[config.mk]
export PLATFORM = sky130hd
export DESIGN_NAME = dlx_exec
export DESIGN_NICKNAME = d
export VERILOG_FILES = /design/src/rtl/dlx_pkg.sv /design/src/rtl/dlx_divider.sv /design/src/rtl/dlx_exec.sv
export VERILOG_INCLUDE_DIRS = /design/src /design/src/rtl
export SDC_FILE = /design/constraint.sdc
export NUM_CORES = 1
export LEC_CHECK = 0
export ABC_AREA = 1
export BUFFER_PORTS_ARGS = -buffer_cell sky130_fd_sc_hd__buf_4
export CAP_MARGIN = 20
export CORE_MARGIN = 2
export CORE_UTILIZATION = 50
export CTS_BUF_LIST = sky130_fd_sc_hd__clkbuf_16
export DETAILED_ROUTE_END_ITERATION = 10
export PLACE_DENSITY = 0.71
export SLEW_MARGIN = 20
export SYNTH_ARGS = -nofsm -noshare
export SYNTH_HDL_FRONTEND = slang
export SYNTH_HIERARCHICAL = 1
export SYNTH_SLANG_ARGS = --single-unit
[constraint.sdc]
create_clock -name i_clk -period 3.88 [get_ports i_clk]
set_input_delay 0.582 -clock i_clk [delete_from_list [all_inputs] [get_ports i_clk]]
set_output_delay 0.582 -clock i_clk [all_outputs]
set_load 0.005 [all_outputs]
[src/rtl/dlx_defs.svh]
`ifndef DLX_DEFS_SVH
`define DLX_DEFS_SVH
`define DLX_PREFIX_BYTE     8'hfe
`define DLX_OP_WDIV_HI      6'h23
`define DLX_OP_BDIV_HI      6'h27
`define DLX_OP_LOOP_BYTE    8'he0
`define DLX_OP_LOOP_WORD    8'he1
`define DLX_DIV_STEPS_W     6'h20
`define DLX_DIV_STEPS_B     6'h10
`endif

[src/rtl/dlx_pkg.sv]
package dlx_pkg;
  typedef enum logic [2:0] {
    DLX_OP_NONE,
    DLX_OP_SWDIV,
    DLX_OP_SBDIV,
    DLX_OP_UWDIV,
    DLX_OP_UBDIV,
    DLX_OP_LOOPB,
    DLX_OP_LOOPW
  } dlx_op_type;
endpackage : dlx_pkg

[src/rtl/dlx_divider.sv]
`timescale 1ns/100ps
`default_nettype none
`include "dlx_defs.svh"
// ****************************************
// unsigned restoring divider, one bit per cycle
// ****************************************
module dlx_divider (
  input  wire logic        i_clk,
  input  wire logic        i_rst,
  input  wire logic        i_start,
  input  wire logic        i_wide,
  input  wire logic [31:0] i_dividend,
  input  wire logic [15:0] i_divisor,
  output logic             o_done,
  output logic [31:0]      o_quot,
  output logic [15:0]      o_rem
);
  logic [5:0]  cnt_q;
  logic [31:0] quot_q;
  logic [16:0] rem_q;
  logic [16:0] trial;
  logic [16:0] shifted;
  logic        busy_q;

  assign shifted = {rem_q[15:0], quot_q[31]};
  assign trial   = shifted - {1'b0, i_divisor};

  always_ff @(posedge i_clk or posedge i_rst) begin
    if (i_rst) begin
      busy_q <= 1'b0;
      cnt_q  <= 6'h00;
      quot_q <= 32'h0000_0000;
      rem_q  <= 17'h0_0000;
      o_done <= 1'b0;
    end else begin
      o_done <= 1'b0;
      if (i_start) begin
        busy_q <= 1'b1;
        cnt_q  <= i_wide ? `DLX_DIV_STEPS_W : `DLX_DIV_STEPS_B;
        quot_q <= i_wide ? i_dividend : {i_dividend[15:0], 16'h0000};
        rem_q  <= 17'h0_0000;
      end else if (busy_q) begin
        // only the divisor is read here; the caller holds it for the whole run, while dividend and i_wide are read at start only
        if (!trial[16]) begin
          rem_q  <= trial;
          quot_q <= {quot_q[30:0], 1'b1};
        end else begin
          rem_q  <= shifted;
          quot_q <= {quot_q[30:0], 1'b0};
        end
        cnt_q <= cnt_q - 6'h01;
        if (cnt_q == 6'h01) begin
          busy_q <= 1'b0;
          o_done <= 1'b1;
        end
      end
    end
  end

  assign o_quot = quot_q;
  assign o_rem  = rem_q[15:0];
endmodule : dlx_divider
`default_nettype wire

[src/rtl/dlx_exec.sv]
`timescale 1ns/100ps
`default_nettype none
`include "dlx_defs.svh"
module dlx_exec
  import dlx_pkg::*;
(
  input  wire logic        i_clk,
  input  wire logic        i_rst,
  input  wire logic        i_start,
  input  wire logic        i_prefix,
  input  wire logic [7:0]  i_opcode,
  input  wire logic [31:0] i_dest,
  input  wire logic [15:0] i_src,
  input  wire logic [7:0]  i_disp,
  input  wire logic [15:0] i_next_pc,
  input  wire logic        i_sticky_in,
  output logic             o_busy,
  output logic             o_done,
  output logic             o_wr_en,
  output logic [31:0]      o_wr_data,
  output logic             o_wr_wide,
  output logic             o_pc_load,
  output logic [15:0]      o_pc,
  output logic             o_ovf_wr,
  output logic             o_ovf,
  output logic             o_sticky_excess_flag
);
  // ****************************************
  // decode
  // ****************************************
  dlx_op_type op_d;
  always_comb begin
    op_d = DLX_OP_NONE;
    if (i_opcode[7:2] == `DLX_OP_WDIV_HI)
      op_d = i_prefix ? DLX_OP_SWDIV : DLX_OP_UWDIV;
    else if (i_opcode[7:2] == `DLX_OP_BDIV_HI)
      op_d = i_prefix ? DLX_OP_SBDIV : DLX_OP_UBDIV;
    else if (!i_prefix && i_opcode == `DLX_OP_LOOP_BYTE)
      op_d = DLX_OP_LOOPB;
    else if (!i_prefix && i_opcode == `DLX_OP_LOOP_WORD)
      op_d = DLX_OP_LOOPW;
  end

  // ****************************************
  // operand capture and sign handling
  // ****************************************
  typedef enum logic [1:0] {ST_IDLE, ST_DIV, ST_FIN} dlx_st_type;
  dlx_st_type  st_q;
  dlx_op_type  op_q;
  logic        wide_q, sgn_q, neg_q_q, neg_r_q;
  logic [31:0] mag_dvd_q;
  logic [15:0] mag_dvs_q;
  logic [31:0] abs_dvd;
  logic [15:0] abs_dvs;
  logic        dvd_neg, dvs_neg, is_div, is_wide, is_sgn;
  logic        div_done;
  logic [31:0] uq;
  logic [15:0] ur;

  assign is_div  = (op_d inside {DLX_OP_SWDIV, DLX_OP_SBDIV,
                                 DLX_OP_UWDIV, DLX_OP_UBDIV});
  assign is_wide = (op_d == DLX_OP_SWDIV) || (op_d == DLX_OP_UWDIV);
  assign is_sgn  = (op_d == DLX_OP_SWDIV) || (op_d == DLX_OP_SBDIV);
  assign dvd_neg = is_sgn && (is_wide ? i_dest[31] : i_dest[15]);
  assign dvs_neg = is_sgn && (is_wide ? i_src[15] : i_src[7]);

  always_comb begin
    if (is_wide)
      abs_dvd = dvd_neg ? 32'h0 - i_dest : i_dest;
    else
      abs_dvd = {16'h0000, dvd_neg ? 16'h0 - i_dest[15:0] : i_dest[15:0]};
    if (is_wide)
      abs_dvs = dvs_neg ? 16'h0 - i_src : i_src;
    else
      abs_dvs = {8'h00, dvs_neg ? 8'h0 - i_src[7:0] : i_src[7:0]};
  end

  always_ff @(posedge i_clk or posedge i_rst) begin
    if (i_rst) begin
      op_q      <= DLX_OP_NONE;
      wide_q    <= 1'b0;
      sgn_q     <= 1'b0;
      neg_q_q   <= 1'b0;
      neg_r_q   <= 1'b0;
      mag_dvd_q <= 32'h0000_0000;
      mag_dvs_q <= 16'h0000;
    end else if (st_q == ST_IDLE && i_start) begin
      op_q      <= op_d;
      wide_q    <= is_wide;
      sgn_q     <= is_sgn;
      neg_q_q   <= dvd_neg ^ dvs_neg;
      neg_r_q   <= dvd_neg;
      mag_dvd_q <= abs_dvd;
      mag_dvs_q <= abs_dvs;
    end
  end

  // divisor is read on every step, so it comes from the latched copy:
  // the decoder inputs may move on once the divide is taken
  dlx_divider u_div (
    .i_clk      (i_clk),
    .i_rst      (i_rst),
    .i_start    (st_q == ST_IDLE && i_start && is_div),
    .i_wide     (is_wide),
    .i_dividend (abs_dvd),
    .i_divisor  (mag_dvs_q),
    .o_done     (div_done),
    .o_quot     (uq),
    .o_rem      (ur)
  );

  // ****************************************
  // result shaping and overflow
  // ****************************************
  logic [31:0] sq;
  logic [15:0] sr;
  logic        ovf;
  assign sq = neg_q_q ? 32'h0 - uq : uq;
  assign sr = neg_r_q ? 16'h0 - ur : ur;

  always_comb begin
    // zero divisor counts as overflow
    ovf = (mag_dvs_q == 16'h0000);
    if (wide_q && sgn_q)
      ovf = ovf || (uq[31:16] != 16'h0)
            || (uq[15] && !(neg_q_q && uq[14:0] == 15'h0));
    else if (wide_q)
      ovf = ovf || (uq[31:16] != 16'h0);
    else if (sgn_q)
      ovf = ovf || (uq[15:8] != 8'h0)
            || (uq[7] && !(neg_q_q && uq[6:0] == 7'h0));
    else
      ovf = ovf || (uq[15:8] != 8'h0);
  end

  // ****************************************
  // loop decrement and branch target
  // ****************************************
  logic [15:0] cnt_dec;
  logic [15:0] tgt;
  logic        cnt_zero;
  assign cnt_dec  = i_dest[15:0] - 16'h0001;
  assign cnt_zero = (op_d == DLX_OP_LOOPB) ? (cnt_dec[7:0] == 8'h00)
                                           : (cnt_dec == 16'h0000);
  assign tgt = i_next_pc + {{8{i_disp[7]}}, i_disp};

  // ****************************************
  // sequencing and outputs
  // ****************************************
  always_ff @(posedge i_clk or posedge i_rst) begin
    if (i_rst) begin
      st_q      <= ST_IDLE;
      o_busy    <= 1'b0;
      o_done    <= 1'b0;
      o_wr_en   <= 1'b0;
      o_wr_data <= 32'h0000_0000;
      o_wr_wide <= 1'b0;
      o_pc_load <= 1'b0;
      o_pc      <= 16'h0000;
      o_ovf_wr  <= 1'b0;
      o_ovf     <= 1'b0;
      o_sticky_excess_flag <= 1'b0;
    end else begin
      o_done    <= 1'b0;
      o_wr_en   <= 1'b0;
      o_pc_load <= 1'b0;
      o_ovf_wr  <= 1'b0;
      unique case (st_q)
        ST_IDLE: begin
          if (i_start && is_div) begin
            st_q   <= ST_DIV;
            o_busy <= 1'b1;
          end else if (i_start && (op_d == DLX_OP_LOOPB
                                   || op_d == DLX_OP_LOOPW)) begin
            o_done    <= 1'b1;
            o_wr_en   <= 1'b1;
            o_wr_wide <= (op_d == DLX_OP_LOOPW);
            o_wr_data <= (op_d == DLX_OP_LOOPB)
                         ? {i_dest[31:8], cnt_dec[7:0]}
                         : {i_dest[31:16], cnt_dec};
            o_pc_load <= !cnt_zero;
            o_pc      <= cnt_zero ? i_next_pc : tgt;
          end
        end
        ST_DIV: begin
          if (div_done)
            st_q <= ST_FIN;
        end
        ST_FIN: begin
          st_q      <= ST_IDLE;
          o_busy    <= 1'b0;
          o_done    <= 1'b1;
          o_wr_en   <= 1'b1;
          o_wr_wide <= wide_q;
          o_wr_data <= wide_q ? {sr, sq[15:0]}
                              : {16'h0000, sr[7:0], sq[7:0]};
          o_ovf_wr  <= 1'b1;
          o_ovf     <= ovf;
          o_sticky_excess_flag <= i_sticky_in | ovf;
        end
        default: st_q <= ST_IDLE;
      endcase
    end
  end
endmodule : dlx_exec
`default_nettype wire

======== Yosys cells after proc, flatten, opt, wreduce, memory -nomap -nowiden ========
Index checks and enable logic that the tools add are counted.
word-level totals
  output and inout bits ................... 56
  flip-flop bits (word level) ............. 133
cells by class
  reductions and logical operators ........ 39
  add/subtract/negate cells ............... 10
  equality and inequality tests ........... 17
  muxes and demuxes ....................... 57
  bitwise gates (word level) .............. 3
operators with widths
  operator                                            count
  2-to-1 mux 32 bit                                   8
  2-to-1 mux 16 bit                                   10
  case mux 32 bit (2 select lines)                    1
  subtractor 1 x 16 -> 16 bit, first input constant   4
  zero test 16 bit                                    2
  subtractor 1 x 32 -> 32 bit, first input constant   1
  2-to-1 mux 1 bit                                    22
  2-to-1 mux 6 bit                                    3
  subtractor 17 x 16 -> 17 bit                        1
  adder 16 bit                                        1
  == test 8 bit, second input constant                2
  nonzero test 16 bit                                 1
  subtractor 16 x 1 -> 16 bit, second input constant  1
  zero test 15 bit                                    1
  2-to-1 mux 3 bit                                    5
  logical AND 1 bit                                   13
  == test 6 bit, second input constant                2
  == test 3 bit, second input constant                3
  zero test 8 bit                                     1
  2-to-1 mux 8 bit                                    1
  nonzero test 8 bit                                  1
  subtractor 1 x 8 -> 8 bit, first input constant     1
  zero test 7 bit                                     1
  logical OR 1 bit                                    7
  other kinds (20)                                    33

======== Longest topological paths before layout ========
  depth after elaboration ................. 14
  depth in mapped cells ................... 17
  mapped depth without buffers ............ 17

======== By module ========
The synthesis kept the hierarchy.
modules (own cells, without submodules)
  module       area an instance (um2)  sequential area each (um2)  cells each  times used
  dlx_exec     6926.6                  1926.8                      1084        1
  dlx_divider  3867.5                  1401.3                      564         1

======== Worst setup path after synthesis ========
Ideal clock, no wire load.
  kind .................................... input-to-reg
  from .................................... input i_opcode[3]
  to ...................................... register u_div.quot_q[21] (netlist: u_div/o_quot[21])
  data arrival time ....................... 2396 ps
  cell stages on the path ................. 13
  required time ........................... 3792 ps
  slack ................................... 1396 ps
  buffers on the path ..................... 1
  cells stage by stage .................... or2_1 nor2_1 nand2_1 nor3_2 nor2_1 nand4_1 nand3_1 nand2_1 inv_1 nor2_1 inv_1 clkbuf_1 a41oi_1
on the way
  word-level cells in the longest chain between the ends .. 14
RTL lines
  element                                                           line                                            text
  start, declared                                                   dlx_exec.sv:11                                  input wire logic [7:0] i_opcode,
  == test 8 bit (no source line)                                    -
  logical AND 1 bit (no source line)                                -
  2-to-1 mux 3 bit                                                  dlx_exec.sv:40                                  else if (!i_prefix && i_opcode == `DLX_OP_LOOP_WORD)
  2-to-1 mux 3 bit                                                  dlx_exec.sv:38                                  else if (!i_prefix && i_opcode == `DLX_OP_LOOP_BYTE)
  2-to-1 mux 3 bit                                                  dlx_exec.sv:36                                  else if (i_opcode[7:2] == `DLX_OP_BDIV_HI)
  2-to-1 mux 3 bit *                                                dlx_exec.sv:34                                  if (i_opcode[7:2] == `DLX_OP_WDIV_HI)
  == test 3 x 1 -> 1 bit or == test 3 x 2 -> 1 bit (tied branches)  dlx_exec.sv:60, dlx_exec.sv:62, dlx_exec.sv:63
  logical OR 1 bit                                                  dlx_exec.sv:62                                  assign is_wide = (op_d == DLX_OP_SWDIV) || (op_d == DLX_OP_UWDIV);
  2-to-1 mux 1 bit                                                  dlx_exec.sv:64                                  assign dvd_neg = is_sgn && (is_wide ? i_dest[31] : i_dest[15]);
  logical AND 1 bit                                                 dlx_exec.sv:64
  2-to-1 mux 16 bit or 2-to-1 mux 32 bit (tied branches)            dlx_exec.sv:71, dlx_exec.sv:69
  2-to-1 mux 32 bit                                                 dlx_exec.sv:68                                  if (is_wide)
  2-to-1 mux 32 bit                                                 dlx_divider.sv:40                               quot_q <= i_wide ? i_dividend : {i_dividend[15:0], 16'h0000};
  2-to-1 mux 32 bit                                                 dlx_divider.sv:37                               if (i_start) begin
  end signal, assigned                                              dlx_divider.sv:40
  end signal, assigned                                              dlx_divider.sv:46                               quot_q <= {quot_q[30:0], 1'b1};
  end signal, assigned                                              dlx_divider.sv:49                               quot_q <= {quot_q[30:0], 1'b0};
  end, declared                                                     dlx_divider.sv:19                               logic [31:0] quot_q;
Mark *: on every way between the ends. The rest lies on a longest branch, timed or not.
A chain may end at the register's enable or synchronous reset.

======== Final worst setup path ========
  from .................................... input i_opcode[3]
  to ...................................... register u_div.quot_q[4] (netlist: u_div/o_quot[4])
The elaborated chain is that of the path after synthesis.

==> metrics.md <==
| Metric | Value |
|---|---|
| Status | completed |
| GRT Total Usage | 0.317 |
| Worst skew pair latency | 0.43 ns |
| CTS tree | yes |
| Largest net degree at the start of global routing | 47 |
| Netlist cell types | 56 |
| Root Buffer | clkbuf_16 |
| PostCTS Resize Cnt | 0 |
| Die span in y | around 150 um |
| Clock Sink Count | 133 |
| Final setup vio count | 0 |
| Die footprint | 22,800 um^2 |
| EDFF count, synth | 0 |
| Footprint of the multi-input gates | between 6000 and 7000 um^2 |
| Longest Clk Path Bufs | 2 |
| DP HPWL | 28,000 um |
| Synth-to-Final Area Change | 17.4% |
| Sw power | 2.62 mW |
| Initial antenna violation count | 0 |
| CP Capture Type | register |
| Layout Skew | 0.00891 ns |
| First-pass GRT wire length | 56,200 um |
| Tot Pwr | 6.07 mW |
| Clock network fraction of total power | 0.254 |
| # hold bufs at CTS | 0 |
| IO Count | between 100 and 150 |
| Final Util | 0.601 |
| Starting DRT DRC Count | 996 |
| Slew Limit Fails | 0 |
| Antenna Nets Post-Route | 0 |
| Slew headroom | 0.296 |
| Sequential share of the synthesized area | 0.308 |
| Worst Max-Slew Pin Slew | 1.06 ns |
| FF+latch count, synth | 133 |
| Initial Utilization | 0.512 |
| Syn Nets | around 1,800 |
| R2r startpoint | st_q[1] |
| # DRC | 0 |
| Sequential Area | approximately 3300 um^2 |
| Global route total overflow | 0 |
| Setup TNS | 0 ns |
| Critical Path Max Stage Delay | 0.77 ns |
| CP max FO | 33 |
| Reg2reg setup slack | 1.12 ns |
| Layout cells sized above 1 | 0.143 |
| Clock transition at path regs | about 0.060 ns |
| Logic pwr share | 0.433 |
| Crit path max-delay cell type | inv_1 |
| Max Clk Rate | 342 MHz |
| Crit start category | primary input |
| Post-Synthesis Cells | 1,648 |
| Switching share of power | 0.431 |
| TritonRoute pass-1 iters | 5 |
| Vias in the first global route | 10,573 |
| Ant diodes | 0 |
| GPL Wtd Cong | 0.976 |
| Ys async rst share | 1.00 |
| Area of the core | 21,100 um^2 |
| Min cycle time layout | 2.92 ns |
| Reg-to-reg critical path endpoint | u_div/o_quot[4] |
| FILL cells | 2,091 |
| Cell mode on critical path | nand2_1 |
| Routed len/inst | approximately 17 um |
| Leak | between 6 and 7 nW |
| H-Tree Depth | 4 |
| Post CTS Setup Buffer Count | 0 |
| Pwr dens | 479 nW/um^2 |
| Cell Rows | 53 |
| Worst path required time | 4.13 ns |
| Final period utilization | 0.753 |
| Drt via density | 5.55 |
| Drt total wl | between 30,000 and 40,000 um |
| TritonCTS Buffers | 17 |
| PortBufs | 140 |
| Crit path DAT | 3.17 ns |
| VDD IR max | 289 uV |
| CP Cell Sequence | buf_4 > or2_1 > nor2_1 > nand2_1 > nand2_1 > nand3_1 > nor2_1 > nand4_1 > nand3_1 > nand2_1 > inv_1 > nor2_2 > inv_1 > o221ai_1 |
| Max Cap Viol | 0 |
| WHS | 0.309 ns |
| Int Pwr | 3.45 mW |
| Via Count | 11,463 |
| Setup CP Type | in -> reg |
| Reg power frac | 0.312 |
| Final Hold Fails | 0 |
| Synthesis Warnings | 6 |
| Worst-case reg-to-reg path depth | 9 |
| Post-synthesis area per instance | around 6.5 um^2 |
| Top FF cell, synth | dfrtp_1 |
| RSZ-0062 raised after global routing | no |
| Die Wd | between 150 and 200 um |
| Post-Syn Area | 10,800 um^2 |
| Nets@finish | 1,903 |
| Hold/Removal Path Class | in -> async |
==> power groups by stage <==
stage,clock network (mW),registers (mW),logic (mW)
after global routing,1.62,1.92,3.01
after CTS,1.56,1.88,2.60
final,1.54,1.89,2.63
after floorplan,0,1.80,2.04
after detailed placement,0,1.90,2.58
after global placement,0,1.90,2.54
==> worst max-delay path: cells and delay by family <==
family          cells  cell delay, ns
buf+inv             3            1.17
compound gates      1            0.24
simple gates       10            1.16
==> kinds of logic after synthesis <==
family          synth area share
xor+xnor                  0.0389
buf+inv                   0.0996
flops                      0.308
fa+ha+maj                 0.0478
simple gates               0.356
compound gates             0.149
==> stage by stage <==
stage	instances	instance area (um^2)	worst slack (ns)
global route	2066	12700	0.628
CTS	2066	12700	1.04
floorplan	1648	10800	1.33
detailed placement	2034	12100	0.588
finish	2066	12700	0.960
global placement	2034	12100	0.657
==> area by class of cell <==
type	instances	share of cell area
Multi-Input combinational cell	1239	0.505
Sequential cell	133	0.263
Timing Repair Buffer	158	0.0936
Inverter	229	0.0679
Clock buffer	17	0.0336
Tap cell	275	0.0272
Clock inverter	15	0.0105
==> synthesized netlist by cell type (all sizes together), types with 4 or more instances <==
cell / number / share of area
nand3b: 9 / 0.0063
clkbuf: 29 / 0.010
nand4: 15 / 0.0087
o31ai: 7 / 0.0049
a41oi: 4 / 0.0032
xor2: 31 / 0.028
nand2: 516 / 0.19
nor2: 175 / 0.069
o21bai: 5 / 0.0035
o211ai: 12 / 0.0083
nor3: 23 / 0.013
o21ai: 123 / 0.058
nor4: 10 / 0.0058
inv: 227 / 0.079
ha: 38 / 0.044
nor3b: 4 / 0.0038
a21o: 7 / 0.0049
xnor2: 14 / 0.011
a221oi: 6 / 0.0049
o22ai: 9 / 0.0052
dfrtp: 133 / 0.31
o221ai: 5 / 0.0041
a21oi: 63 / 0.030
nand3: 120 / 0.060
a31oi: 26 / 0.015
buf: 18 / 0.0099
a22oi: 6 / 0.0042
==> registers in the layout, indices dropped and copies added, names as in the netlist, 2 cells and up <==
register      flops
o_pc             16
o_wr_data        32
u_div/o_quot     32
st_q              2
u_div/rem_q      16
u_div/cnt_q       6
mag_dvs_q        16
==> cells in the final DEF, fill, tap and decap left out, types with 5 or more instances in the layout <==
master | Yosys | layout
nand2_1 | 498 | 498
inv_1 | 215 | 215
nor2_1 | 160 | 159
buf_4 | 2 | 158
dfrtp_1 | 133 | 133
nand3_1 | 113 | 113
o21ai_0 | 89 | 89
a21oi_1 | 62 | 62
ha_1 | 38 | 38
o21ai_1 | 32 | 32
xor2_1 | 29 | 29
a31oi_1 | 26 | 26
nor3_1 | 18 | 18
clkbuf_16 | 0 | 17
nand4_1 | 15 | 15
xnor2_1 | 14 | 14
inv_2 | 12 | 13
nand2_2 | 12 | 12
o211ai_1 | 12 | 12
nor4_1 | 10 | 10
nor2_2 | 8 | 9
nand3b_1 | 9 | 9
o22ai_1 | 9 | 9
a21o_1 | 7 | 7
o31ai_1 | 7 | 7
nand2_4 | 6 | 6
nand3_2 | 6 | 6
a22oi_1 | 6 | 6
a221oi_1 | 6 | 6
nor2_4 | 5 | 5
nor3_2 | 5 | 5
o21bai_1 | 5 | 5
clkinvlp_4 | 0 | 5
o221ai_1 | 5 | 5
==> worst max-delay path by stage <==
| stage | startpoint | to |
|---|---|---|
| after detailed placement | i_opcode[3] | u_div/o_quot[4] |
| after global placement | i_opcode[3] | u_div/o_quot[30] |
| after CTS | i_opcode[3] | u_div/o_quot[4] |
| after floorplan | i_rst | mag_dvs_q[0] |
| final | i_opcode[3] | u_div/o_quot[4] |
| after global routing | i_opcode[4] | u_div/o_quot[4] |
==> metal layers <==
layer | track usage | share of wire
met3 | 0.0419 | 0.082
met1 | 0.481 | 0.47
met2 | 0.483 | 0.44
met5 | 0 | 0
met4 | 0.0692 | 0.013
(Power assumes the default switching activity.)
